$ cat config.mk
export PLATFORM = sky130hd
export DESIGN_NAME = bte_report
export DESIGN_NICKNAME = d
export VERILOG_FILES = /design/src/logic/bte_pkg.sv /design/src/logic/bte_tmr_if.sv /design/src/logic/bte_tmr.sv /design/src/logic/bte_report.sv
export SDC_FILE = /design/constraint.sdc
export NUM_CORES = 2
export LEC_CHECK = 0
export BUFFER_PORTS_ARGS = -buffer_cell sky130_fd_sc_hd__clkbuf_2
export CORE_MARGIN = 5
export CORE_UTILIZATION = 40
export CTS_BUF_LIST = sky130_fd_sc_hd__clkbuf_4
export CTS_CLUSTER_DIAMETER = 60
export CTS_CLUSTER_SIZE = 24
export DETAILED_ROUTE_END_ITERATION = 8
export PLACE_DENSITY = 0.67
export SYNTH_ARGS = -nofsm -noshare
export SYNTH_HDL_FRONTEND = slang
export SYNTH_HIERARCHICAL = 1
export SYNTH_SLANG_ARGS = --single-unit
$ cat constraint.sdc
create_clock -name mclk -period 17.5 [get_ports mclk]
set_clock_uncertainty 0.1 [all_clocks]
set_input_delay 3.5 -clock mclk [delete_from_list [all_inputs] [get_ports mclk]]
set_output_delay 3.5 -clock mclk [all_outputs]
set_load 0.02 [all_outputs]
$ cat src/logic/bte_pkg.sv
// Constants, register map and types shared by the bridge timeout error reporting block.
// Functional notes
// Owned request timing out with link up acts as an Unsupported Request completion.
// Completion timers cover internal and forwarded requests.
// Completion timeout sets its uncorrectable status bit.
// Unmasked timeout with free pointer logs header and first-error pointer; the code logs completion timeouts only, not discard expiry.
// Unmasked timeout: system error on command enable or matched device and root enables.
// Unmasked timeout interrupts when enabled, root reporting matches, system-error path on.
// Interrupt sends MSI when enabled, otherwise asserts legacy INTA.
// Timeout sets fatal or non-fatal detected by its severity.
// Signaled system error set only when unmasked and command system-error enable set.
// Each queued delayed transaction has its own discard timer.
// Discard expiry sets bridge-control and secondary expired status bits.
// Reverse mode processes correctable, non-fatal and fatal link messages.
// Non-fatal or fatal messages set received system error; correctable do not.
// Message drives system error when its class root enable is set.
// Uncorrectable messages drive system error when command and bridge enables set.
// Message interrupts when its class root reporting enable is set.
// Severity bit set means fatal, clear means non-fatal.
package bte_pkg;

  // Bus and storage sizes.
  localparam int ADDR_W    = 8;
  localparam int DATA_W    = 32;
  localparam int HDR_W     = 128;
  localparam int NUM_CPL   = 8;
  localparam int CPL_TAG_W = 3;
  localparam int NUM_DT    = 4;
  localparam int DT_SLOT_W = 2;
  localparam int TMR_W     = 16;

  // Timing: completion timeout is a least time, so the cycle count rounds up.
  localparam int CLK_PERIOD_NS      = 100;
  localparam int CPL_TIMEOUT_NS     = 50000;
  localparam int CPL_TIMEOUT_CYCLES = (CPL_TIMEOUT_NS + CLK_PERIOD_NS - 1) / CLK_PERIOD_NS;
  localparam int DT_DISCARD_CYCLES  = 32768;

  // Register offsets (byte addresses).
  localparam logic [ADDR_W-1:0] OFS_CTRL     = 8'h00;
  localparam logic [ADDR_W-1:0] OFS_ERRCFG   = 8'h04;
  localparam logic [ADDR_W-1:0] OFS_STATUS   = 8'h08;
  localparam logic [ADDR_W-1:0] OFS_IRQ_MASK = 8'h0C;
  localparam logic [ADDR_W-1:0] OFS_HDR0     = 8'h10;
  localparam logic [ADDR_W-1:0] OFS_HDR1     = 8'h14;
  localparam logic [ADDR_W-1:0] OFS_HDR2     = 8'h18;
  localparam logic [ADDR_W-1:0] OFS_HDR3     = 8'h1C;
  localparam logic [ADDR_W-1:0] OFS_FEP      = 8'h20;

  // Control register fields.
  localparam int CTRL_W          = 13;
  localparam int C_CMD_SERR      = 0;
  localparam int C_BCTL_SERR     = 1;
  localparam int C_INTX_DIS      = 2;
  localparam int C_MSI_EN        = 3;
  localparam int C_REVERSE       = 4;
  localparam int C_DEV_NF_EN     = 5;
  localparam int C_DEV_FAT_EN    = 6;
  localparam int C_ROOT_SE_COR   = 7;
  localparam int C_ROOT_SE_NF    = 8;
  localparam int C_ROOT_SE_FAT   = 9;
  localparam int C_REC_COR       = 10;
  localparam int C_REC_NF        = 11;
  localparam int C_REC_FAT       = 12;
  localparam logic [CTRL_W-1:0] CTRL_RESET = 13'h0000;

  // Error configuration fields: masks and severities (set means fatal).
  localparam int ERRCFG_W   = 4;
  localparam int E_CTO_MASK = 0;
  localparam int E_CTO_SEV  = 1;
  localparam int E_DTD_MASK = 2;
  localparam int E_DTD_SEV  = 3;
  localparam logic [ERRCFG_W-1:0] ERRCFG_RESET = 4'h0;

  // Sticky status bits, cleared by a read of the status register.
  localparam int STAT_W      = 10;
  localparam int S_CTO       = 0;
  localparam int S_DTD_EXP   = 1;
  localparam int S_DISCARD   = 2;
  localparam int S_FAT_DET   = 3;
  localparam int S_NF_DET    = 4;
  localparam int S_SIG_SERR  = 5;
  localparam int S_RX_SERR   = 6;
  localparam int S_MSG_COR   = 7;
  localparam int S_MSG_NF    = 8;
  localparam int S_MSG_FAT   = 9;
  localparam logic [STAT_W-1:0] STAT_RESET = 10'h000;

  // First-error pointer register layout.
  localparam int FEP_PTR_W = 5;
  localparam int FEP_VALID = 8;
  localparam logic [FEP_PTR_W-1:0] FEP_CTO = 5'h0E;

  // Received error message classes.
  localparam logic [1:0] MSG_COR = 2'h0;
  localparam logic [1:0] MSG_NF  = 2'h1;
  localparam logic [1:0] MSG_FAT = 2'h3;

  // Timer states, Gray coded along idle, run, expired.
  typedef enum logic [1:0] {
    BTE_TMR_IDLE = 2'b00,
    BTE_TMR_RUN  = 2'b01,
    BTE_TMR_EXP  = 2'b11
  } bte_tmr_state_t;

endpackage : bte_pkg

$ cat src/logic/bte_tmr_if.sv
// Interface joining the reporting logic to one timeout timer.
`timescale 1ns/1ns
interface bte_tmr_if;
  logic arm;
  logic disarm;
  logic ack;
  logic expired;

  // The owner starts, stops and acknowledges; the timer reports expiry.
  modport owner (output arm, output disarm, output ack, input expired);
  modport timer (input arm, input disarm, input ack, output expired);
endinterface : bte_tmr_if

$ cat src/logic/bte_tmr.sv
// One timeout timer that holds expiry until acknowledged or re-armed.
`timescale 1ns/1ns
module bte_tmr
  import bte_pkg::*;
#(
  parameter logic [TMR_W-1:0] LIMIT = 16'h01F4
)
(
  // Clock and reset.
  input wire logic  mclk,
  input wire logic  reset,
  // Owner side.
  bte_tmr_if.timer  tif
);

  bte_tmr_state_t   state_q;
  bte_tmr_state_t   state_d;
  logic [TMR_W-1:0] cnt_q;
  logic [TMR_W-1:0] cnt_d;

  // Expiry is reached on the last counted cycle.
  wire running = (state_q == BTE_TMR_RUN);
  wire done    = running && (cnt_q == LIMIT - 16'h0001);

  assign cnt_d       = (tif.arm || !running) ? '0 : cnt_q + 16'h0001;
  assign tif.expired = (state_q == BTE_TMR_EXP);

  // Next state: a new arm restarts the count in any state.
  always_comb
  begin
    state_d = state_q;
    case (state_q)
      BTE_TMR_IDLE: if (tif.arm) state_d = BTE_TMR_RUN;
      BTE_TMR_RUN:
      begin
        if (tif.arm)         state_d = BTE_TMR_RUN;
        else if (tif.disarm) state_d = BTE_TMR_IDLE;
        else if (done)       state_d = BTE_TMR_EXP;
      end
      BTE_TMR_EXP:
      begin
        if (tif.arm)      state_d = BTE_TMR_RUN;
        else if (tif.ack) state_d = BTE_TMR_IDLE;
      end
      default: state_d = BTE_TMR_IDLE;
    endcase
  end

  // State and count registers.
  always_ff @(posedge mclk)
  begin
    if (reset)
    begin
      state_q <= BTE_TMR_IDLE;
      cnt_q   <= '0;
    end
    else
    begin
      state_q <= state_d;
      cnt_q   <= cnt_d;
    end
  end

endmodule : bte_tmr

$ cat src/logic/bte_report.sv
// Timeout and error-message reporting block.
//
// Strobed register access and the placing of the registers were chosen for this implementation.
`timescale 1ns/1ns
module bte_report
  import bte_pkg::*;
#(
  parameter int DT_DISCARD = DT_DISCARD_CYCLES
)
(
  // Clock and reset.
  input  wire logic                  mclk,
  input  wire logic                  reset,
  // Register port.
  input  wire logic [ADDR_W-1:0]     reg_addr,
  input  wire logic [DATA_W-1:0]     reg_wdata,
  input  wire logic                  reg_wr,
  input  wire logic                  reg_rd,
  output logic      [DATA_W-1:0]     reg_rdata,
  // Link requests and completions.
  input  wire logic                  link_up,
  input  wire logic                  npr_issue,
  input  wire logic [CPL_TAG_W-1:0]  npr_tag,
  input  wire logic [HDR_W-1:0]      npr_hdr,
  input  wire logic                  cpl_rx,
  input  wire logic [CPL_TAG_W-1:0]  cpl_tag,
  // Unsupported Request completion out.
  output logic                       ur_cpl_valid,
  output logic      [CPL_TAG_W-1:0]  ur_cpl_tag,
  // Delayed transaction queue.
  input  wire logic                  dt_queue,
  input  wire logic [DT_SLOT_W-1:0]  dt_queue_slot,
  input  wire logic                  dt_done,
  input  wire logic [DT_SLOT_W-1:0]  dt_done_slot,
  output logic                       dt_discard,
  output logic      [DT_SLOT_W-1:0]  dt_discard_slot,
  // Received error messages.
  input  wire logic                  msg_valid,
  input  wire logic [1:0]            msg_class,
  // Open-drain bus error and interrupt pins.
  output logic                       system_error_out_n,
  output logic                       system_error_oe_n,
  output logic                       legacy_irq_a_out_n,
  output logic                       legacy_irq_a_oe_n,
  // MSI write request and block interrupt.
  output logic                       msi_req,
  output logic                       irq
);

  localparam logic [TMR_W-1:0] CPL_LIMIT = TMR_W'(CPL_TIMEOUT_CYCLES);
  localparam logic [TMR_W-1:0] DT_LIMIT  = TMR_W'(DT_DISCARD);

  // Registers.
  logic [CTRL_W-1:0]    ctrl_q;
  logic [ERRCFG_W-1:0]  errcfg_q;
  logic [STAT_W-1:0]    status_q;
  logic [STAT_W-1:0]    status_d;
  logic [STAT_W-1:0]    irq_mask_q;
  logic [HDR_W-1:0]     hdr_log_q;
  logic                 fep_valid_q;
  logic [FEP_PTR_W-1:0] fep_q;
  logic [DATA_W-1:0]    rdata_q;
  logic [HDR_W-1:0]     hdr_mem [NUM_CPL];
  logic                 ur_valid_q;
  logic [CPL_TAG_W-1:0] ur_tag_q;
  logic                 dt_disc_q;
  logic [DT_SLOT_W-1:0] dt_disc_slot_q;
  logic                 serr_q;
  logic                 intx_q;
  logic                 msi_q;
  logic                 irq_q;

  // Timer expiry vectors and the chosen expired slot.
  logic [NUM_CPL-1:0]   cto_exp;
  logic [NUM_DT-1:0]    dt_exp;
  logic                 cto_hit;
  logic [CPL_TAG_W-1:0] cto_idx;
  logic                 dt_hit;
  logic [DT_SLOT_W-1:0] dt_idx;

  // Control field decode.
  wire cmd_serr  = ctrl_q[C_CMD_SERR];
  wire bctl_serr = ctrl_q[C_BCTL_SERR];
  wire intx_dis  = ctrl_q[C_INTX_DIS];
  wire msi_en    = ctrl_q[C_MSI_EN];
  wire reverse   = ctrl_q[C_REVERSE];
  wire cto_mask  = errcfg_q[E_CTO_MASK];
  wire cto_sev   = errcfg_q[E_CTO_SEV];
  wire dtd_mask  = errcfg_q[E_DTD_MASK];
  wire dtd_sev   = errcfg_q[E_DTD_SEV];

  // One completion timer per tag, for internal and forwarded requests alike.
  generate
    for (genvar i = 0; i < NUM_CPL; i++)
    begin : g_cpl
      bte_tmr_if cif ();
      assign cif.arm    = npr_issue && (npr_tag == CPL_TAG_W'(i));
      assign cif.disarm = cpl_rx && (cpl_tag == CPL_TAG_W'(i));
      assign cif.ack    = cto_hit && (cto_idx == CPL_TAG_W'(i));
      assign cto_exp[i] = cif.expired;
      bte_tmr #(.LIMIT(CPL_LIMIT)) u_tmr (.mclk(mclk), .reset(reset), .tif(cif.timer));
    end
  endgenerate

  // One discard timer per queued delayed transaction.
  generate
    for (genvar j = 0; j < NUM_DT; j++)
    begin : g_dt
      bte_tmr_if dif ();
      assign dif.arm    = dt_queue && (dt_queue_slot == DT_SLOT_W'(j));
      assign dif.disarm = dt_done && (dt_done_slot == DT_SLOT_W'(j));
      assign dif.ack    = dt_hit && (dt_idx == DT_SLOT_W'(j));
      assign dt_exp[j]  = dif.expired;
      bte_tmr #(.LIMIT(DT_LIMIT)) u_tmr (.mclk(mclk), .reset(reset), .tif(dif.timer));
    end
  endgenerate

  // Lowest expired slot wins; the others keep their expiry for later cycles.
  always_comb
  begin
    cto_hit = 1'b0;
    cto_idx = '0;
    for (int k = NUM_CPL - 1; k >= 0; k--)
    begin
      if (cto_exp[k])
      begin
        cto_hit = 1'b1;
        cto_idx = CPL_TAG_W'(k);
      end
    end
  end

  // Same selection for the discard timers.
  always_comb
  begin
    dt_hit = 1'b0;
    dt_idx = '0;
    for (int k = NUM_DT - 1; k >= 0; k--)
    begin
      if (dt_exp[k])
      begin
        dt_hit = 1'b1;
        dt_idx = DT_SLOT_W'(k);
      end
    end
  end

  // A completion timeout is only reported while the link is up.
  wire cto_ev = cto_hit && link_up;
  wire dtd_ev = dt_hit;

  // Severity-matched enables: a set severity bit selects the fatal enables.
  wire cto_dev  = cto_sev ? ctrl_q[C_DEV_FAT_EN]  : ctrl_q[C_DEV_NF_EN];
  wire cto_root = cto_sev ? ctrl_q[C_ROOT_SE_FAT] : ctrl_q[C_ROOT_SE_NF];
  wire cto_rec  = cto_sev ? ctrl_q[C_REC_FAT]     : ctrl_q[C_REC_NF];
  wire dtd_dev  = dtd_sev ? ctrl_q[C_DEV_FAT_EN]  : ctrl_q[C_DEV_NF_EN];
  wire dtd_root = dtd_sev ? ctrl_q[C_ROOT_SE_FAT] : ctrl_q[C_ROOT_SE_NF];
  wire dtd_rec  = dtd_sev ? ctrl_q[C_REC_FAT]     : ctrl_q[C_REC_NF];

  // System error and interrupt conditions for the two timeout events.
  wire cto_serr = cto_ev && !cto_mask && (cmd_serr || (cto_dev && cto_root));
  wire dtd_serr = dtd_ev && !dtd_mask && (dtd_dev && dtd_root || cmd_serr);
  wire cto_int  = cto_ev && !intx_dis && !cto_mask && cto_rec && (cmd_serr || cto_dev);
  wire dtd_int  = dtd_ev && !intx_dis && !dtd_mask && dtd_rec && (cmd_serr || dtd_dev);

  // Received error messages are processed only in reverse-bridge mode.
  wire msg_in   = msg_valid && reverse;
  wire msg_cor  = msg_in && (msg_class == MSG_COR);
  wire msg_nf   = msg_in && (msg_class == MSG_NF);
  wire msg_fat  = msg_in && (msg_class == MSG_FAT);
  wire msg_unc  = msg_nf || msg_fat;
  wire msg_serr = (msg_cor && ctrl_q[C_ROOT_SE_COR]) || (msg_nf && ctrl_q[C_ROOT_SE_NF])
                  || (msg_fat && ctrl_q[C_ROOT_SE_FAT])
                  || (msg_unc && cmd_serr && bctl_serr);
  wire msg_int  = (msg_cor && ctrl_q[C_REC_COR]) || (msg_nf && ctrl_q[C_REC_NF])
                  || (msg_fat && ctrl_q[C_REC_FAT]);

  wire serr_fire = cto_serr || dtd_serr || msg_serr;
  wire int_fire  = cto_int || dtd_int || msg_int;

  // Status bits raised by this cycle's events.
  wire [STAT_W-1:0] stat_set;
  assign stat_set[S_CTO]      = cto_ev;
  assign stat_set[S_DTD_EXP]  = dtd_ev;
  assign stat_set[S_DISCARD]  = dtd_ev;
  assign stat_set[S_FAT_DET]  = (cto_ev && cto_sev) || (dtd_ev && dtd_sev);
  assign stat_set[S_NF_DET]   = (cto_ev && !cto_sev) || (dtd_ev && !dtd_sev);
  assign stat_set[S_SIG_SERR] = cmd_serr && ((cto_ev && !cto_mask) || (dtd_ev && !dtd_mask));
  assign stat_set[S_RX_SERR]  = msg_unc;
  assign stat_set[S_MSG_COR]  = msg_cor;
  assign stat_set[S_MSG_NF]   = msg_nf;
  assign stat_set[S_MSG_FAT]  = msg_fat;

  // Header logging when unmasked and the first-error pointer is free.
  wire log_hdr = cto_ev && !cto_mask && !fep_valid_q;

  // Register port decode.
  wire wr_ctrl   = reg_wr && (reg_addr == OFS_CTRL);
  wire wr_errcfg = reg_wr && (reg_addr == OFS_ERRCFG);
  wire wr_imask  = reg_wr && (reg_addr == OFS_IRQ_MASK);
  wire wr_fep    = reg_wr && (reg_addr == OFS_FEP) && reg_wdata[FEP_VALID];
  wire rd_status = reg_rd && (reg_addr == OFS_STATUS);

  // A read clears the status; an event in the same cycle still sets its bit.
  assign status_d = (rd_status ? STAT_RESET : status_q) | stat_set;

  // Read data selection, unmapped addresses read as zero.
  logic [DATA_W-1:0] rd_mux;
  assign rd_mux =
      (reg_addr == OFS_CTRL)     ? DATA_W'(ctrl_q)     :
      (reg_addr == OFS_ERRCFG)   ? DATA_W'(errcfg_q)   :
      (reg_addr == OFS_STATUS)   ? DATA_W'(status_q)   :
      (reg_addr == OFS_IRQ_MASK) ? DATA_W'(irq_mask_q) :
      (reg_addr == OFS_HDR0)     ? hdr_log_q[31:0]     :
      (reg_addr == OFS_HDR1)     ? hdr_log_q[63:32]    :
      (reg_addr == OFS_HDR2)     ? hdr_log_q[95:64]    :
      (reg_addr == OFS_HDR3)     ? hdr_log_q[127:96]   :
      (reg_addr == OFS_FEP)      ? (DATA_W'(fep_valid_q) << FEP_VALID) | DATA_W'(fep_q) :
                                   '0;

  // Software-written configuration.
  always_ff @(posedge mclk)
  begin
    if (reset)
    begin
      ctrl_q     <= CTRL_RESET;
      errcfg_q   <= ERRCFG_RESET;
      irq_mask_q <= STAT_RESET;
    end
    else
    begin
      if (wr_ctrl)   ctrl_q     <= reg_wdata[CTRL_W-1:0];
      if (wr_errcfg) errcfg_q   <= reg_wdata[ERRCFG_W-1:0];
      if (wr_imask)  irq_mask_q <= reg_wdata[STAT_W-1:0];
    end
  end

  // Status, read data and block interrupt.
  always_ff @(posedge mclk)
  begin
    if (reset)
    begin
      status_q <= STAT_RESET;
      rdata_q  <= '0;
      irq_q    <= 1'b0;
    end
    else
    begin
      status_q <= status_d;
      rdata_q  <= reg_rd ? rd_mux : '0;
      irq_q    <= |(status_d & irq_mask_q);
    end
  end

  // Request headers kept per tag for logging on timeout.
  always_ff @(posedge mclk)
  begin
    if (npr_issue) hdr_mem[npr_tag] <= npr_hdr;
  end

  // Header log and first-error pointer; logging wins over a clearing write.
  always_ff @(posedge mclk)
  begin
    if (reset)
    begin
      hdr_log_q   <= '0;
      fep_valid_q <= 1'b0;
      fep_q       <= '0;
    end
    else if (log_hdr)
    begin
      hdr_log_q   <= hdr_mem[cto_idx];
      fep_valid_q <= 1'b1;
      fep_q       <= FEP_CTO;
    end
    else if (wr_fep)
    begin
      fep_valid_q <= 1'b0;
    end
  end

  // Unsupported Request completion and discard notice toward the requesters.
  always_ff @(posedge mclk)
  begin
    if (reset)
    begin
      ur_valid_q     <= 1'b0;
      ur_tag_q       <= '0;
      dt_disc_q      <= 1'b0;
      dt_disc_slot_q <= '0;
    end
    else
    begin
      ur_valid_q     <= cto_ev;
      ur_tag_q       <= cto_idx;
      dt_disc_q      <= dtd_ev;
      dt_disc_slot_q <= dt_idx;
    end
  end

  // System error and MSI pulses; INTA stays until status is read.
  always_ff @(posedge mclk)
  begin
    if (reset)
    begin
      serr_q <= 1'b0;
      msi_q  <= 1'b0;
      intx_q <= 1'b0;
    end
    else
    begin
      serr_q <= serr_fire;
      msi_q  <= int_fire && msi_en;
      intx_q <= (int_fire && !msi_en) || (intx_q && !rd_status);
    end
  end

  // Output pins: the error and INTA pins are open drain, driven low only while asserted.
  assign reg_rdata          = rdata_q;
  assign ur_cpl_valid       = ur_valid_q;
  assign ur_cpl_tag         = ur_tag_q;
  assign dt_discard         = dt_disc_q;
  assign dt_discard_slot    = dt_disc_slot_q;
  assign system_error_out_n = ~serr_q;
  assign system_error_oe_n  = ~serr_q;
  assign legacy_irq_a_out_n = ~intx_q;
  assign legacy_irq_a_oe_n  = ~intx_q;
  assign msi_req            = msi_q;
  assign irq                = irq_q;

endmodule : bte_report

==> metrics.txt <==
status finished, final reports clean; clock sink count 1,450; synthesized instance count 4,141; H-tree depth 3; vias in the first global route 35,800; clk buf depth 3; Layout area overhead 8.06%; global-route wire length before repair 235,000 um; number of flops mapped to enable cells by yosys 1,024; total grt overflow 0; GR Util All Layers 20.4%; Setup Buffers After CTS 0; DP Worst Slack 11,090 ps; Routed WL per cell 25.5 um; FF-to-FF End hdr_log_q[65]; worst setup path endpoint legacy_irq_a_oe_n; Final TNS setup 0 ps; Startpoint Class flip-flop; Iter 0 DRT Violations 3,871; Main synth FF type edfxtp_1; maximum VDD drop 0.0948 mV; crit path from intx_q; Final Hold Vio Count 0; final antenna-violating net count 0; worst slew pin tran 1240 ps; largest net degree at the start of global routing 160; CP max stage delay 370 ps; boundary pin count 235; Slew Viols, Final 0; reg2reg setup slack 12,690 ps; CTS buffer count 101; RSZ-0062 raised after global routing no; fin cells 6,268; layout cells sized above 1 14.1%; MaxCap Viol Count 0; dpl hpwl 90,100 um; Setup crit end kind output port; Setup violations, final 0; IO buf count 215; starting density of the core 40.3%; min Tclk post-route 5650 ps; crit path cell chain inv_1 > clkbuf_2; asr flop ratio synth 0%; Worst Path Max Fanout 2; Multi-input gate area 0.0175 sq mm; R2R Path Start g_cpl[2].u_tmr/state_q[0]; Worst-Skew Late Latency 1160 ps; core box area 0.144 sq mm; Worst-path clk slew 180 ps; Yosys cell types 76; critical path required time 13,900 ps; Crit Path Class reg2out; post-cts gate resize count 0; FILL cells 13,000; Nets 4,442; register area 0.0393 sq mm; Seq/Total Area, Yosys 67.6%; R2R depth 9; CTS root buf clkbuf_4; leakage 0.0185 uW; final worst slack 11,850 ps; CTS tree yes; HP Class reg2reg; CP Data Arrival Time 2050 ps; Die Width 391 um; vias after detailed routing 37,600; cts hold-fix bufs 0; Detailed Route WL 160,000 um; Placed Cells 6,040; crit share post-route 32.3%; Placer Congestion 0.840; chip height 391 um; FF+latch count, synth 1,450; Syn Nets 4,343; TritonRoute pass-1 iters 5; synthesized area 0.0581 sq mm; Slew headroom 16.6%; critical path's slowest cell dfxtp_1; Max Fclk 177 MHz; vias per inst 6.00; yosys synthesis warning count 6; mean post-synth cell area 14.0 sq um; drt drc 0; initial antenna violation count 64; Die Area 0.153 sq mm; PD cells 88.9 mW/mm^2; Hold WS 375 ps; num rows 139
## state kept, by name (all words and copies together) (netlist names), 2 cells and up
signal / cells
ctrl_q: 13
dt_discard_slot: 2
errcfg_q: 4
g_cpl.u_tmr/cnt_q: 128
g_cpl.u_tmr/state_q: 16
g_dt.u_tmr/cnt_q: 64
g_dt.u_tmr/state_q: 8
hdr_log_q: 128
hdr_mem: 1024
irq_mask_q: 10
reg_rdata: 32
status_q: 10
ur_cpl_tag: 3
## how the worst min path moves through the flow
stage / cells past startpoint / start / slack [ps] / endpoint
3_3_place_gp: 1 / hdr_log_q[107] / 340 / hdr_log_q[107]
4_1_cts: 2 / g_cpl[2].u_tmr/cnt_q[15] / 380 / g_cpl[2].u_tmr/cnt_q[15]
3_5_place_dp: 1 / hdr_log_q[100] / 350 / hdr_log_q[100]
5_1_grt: 2 / g_cpl[6].u_tmr/cnt_q[15] / 390 / g_cpl[6].u_tmr/cnt_q[15]
6_report: 2 / g_cpl[6].u_tmr/cnt_q[15] / 380 / g_cpl[6].u_tmr/cnt_q[15]
2_1_floorplan: 1 / hdr_log_q[100] / 330 / hdr_log_q[100]
## layer usage
| layer | part of all wire, % | vias to the layer above | GRT usage (%) |
|---|---|---|---|
| met5 | 0.23 | - | 0.752 |
| met4 | 2.7 | 34 | 5.69 |
| met2 | 45 | 1600 | 31.3 |
| met1 | 41 | 18900 | 27.5 |
| met3 | 11 | 272 | 6.97 |
| li1 | - | 16800 | - |
## kinds of logic (layout without fill, tap and decap cells)
| group | count (synthesis) | in the layout | synth area share (%) |
|---|---|---|---|
| xor gates and xnor gates | 36 | 36 | 0.543 |
| DFF | 1450 | 1450 | 67.6 |
| buffers and inverters | 332 | 520 | 2.51 |
| and+or+nand+nor | 808 | 808 | 8.19 |
| AOI/OAI and AO/OA | 1153 | 1153 | 14.8 |
| other | 0 | 36 | 0 |
| adders and majority gates | 12 | 12 | 0.258 |
| muxes | 350 | 350 | 6.05 |
## final cells by class
type,instances,area share (%)
flip-flops and latches,1450,62.6
inverters,61,0.365
clock buffers,106,1.27
well taps,1903,3.79
repair buffers,267,2.52
multi-input cells,2359,27.9
diodes,36,0.144
clock inverters,86,1.47
## critical path, delay by kind of cell (launching register included)
| kind | cells | cell delay [ps] |
|---|---|---|
| buf+inv | 2 | 510 |
| flops | 1 | 370 |
## synth_stat cells (all sizes together) (5+ instances only)
| cell | count | area share [%] |
|---|---|---|
| or4 | 48 | 0.62 |
| or4b | 12 | 0.21 |
| nand4 | 44 | 0.76 |
| nand3 | 75 | 0.82 |
| o2bb2ai | 8 | 0.12 |
| nand2b | 75 | 0.81 |
| nor4 | 71 | 0.78 |
| o31ai | 47 | 0.61 |
| and3 | 7 | 0.075 |
| mux2i | 341 | 5.9 |
| inv | 61 | 0.39 |
| and2 | 28 | 0.30 |
| o221ai | 133 | 2.0 |
| clkbuf | 138 | 0.89 |
| a22oi | 174 | 2.2 |
| xnor2 | 20 | 0.30 |
| o41ai | 10 | 0.16 |
| a21o | 5 | 0.065 |
| a32o | 131 | 2.3 |
| or2 | 5 | 0.054 |
| nand2 | 177 | 1.1 |
| nor2 | 140 | 0.96 |
| nor3b | 7 | 0.090 |
| ha | 12 | 0.26 |
| or3 | 30 | 0.33 |
| nor4b | 24 | 0.49 |
| and4b | 8 | 0.14 |
| dfxtp | 426 | 15 |
| nor3 | 19 | 0.19 |
| buf | 133 | 1.2 |
| edfxtp | 1024 | 53 |
| mux2 | 9 | 0.17 |
| a21oi | 282 | 2.4 |
| xor2 | 16 | 0.24 |
| a221oi | 132 | 2.7 |
| o21ai | 190 | 1.6 |
| nor2b | 34 | 0.37 |
## report_power, final
| group | internal [uW] | total, uW | switching, uW |
|---|---|---|---|
| Clock | 465 | 1650 | 1180 |
| Combinational | 39.6 | 155 | 115 |
| Sequential | 3750 | 3780 | 24.3 |
## per-stage QoR
step | instance area (sq um) | total power (uW) | util [%]
finish | 62800 | 5580 | 43.6
global route | 62700 | 5780 | 43.6
CTS | 62700 | 5620 | 43.5
detailed placement | 61000 | 4010 | 42.3
global placement | 61000 | 4000 | 42.3
floorplan | 58100 | 3920 | -
## cell usage in the layout, fill, tap and decap left out, types with 26 or more instances in the layout
cell type / n
and2_1: 26
o21ai_0: 125
a22oi_1: 174
nor2_1: 132
nand2b_1: 75
o31ai_1: 47
o221ai_1: 133
nand2_1: 177
a221oi_1: 65
diode_2: 36
nand3_1: 55
a32o_1: 131
dfxtp_1: 426
nand4_1: 33
buf_4: 44
a21oi_1: 281
clkbuf_2: 214
edfxtp_1: 1024
a221oi_2: 66
nor4_1: 68
mux2i_1: 341
or4_1: 47
o21ai_1: 65
clkbuf_4: 106
inv_1: 61
nor2b_1: 34
Power figures use the tool's default switching activity.
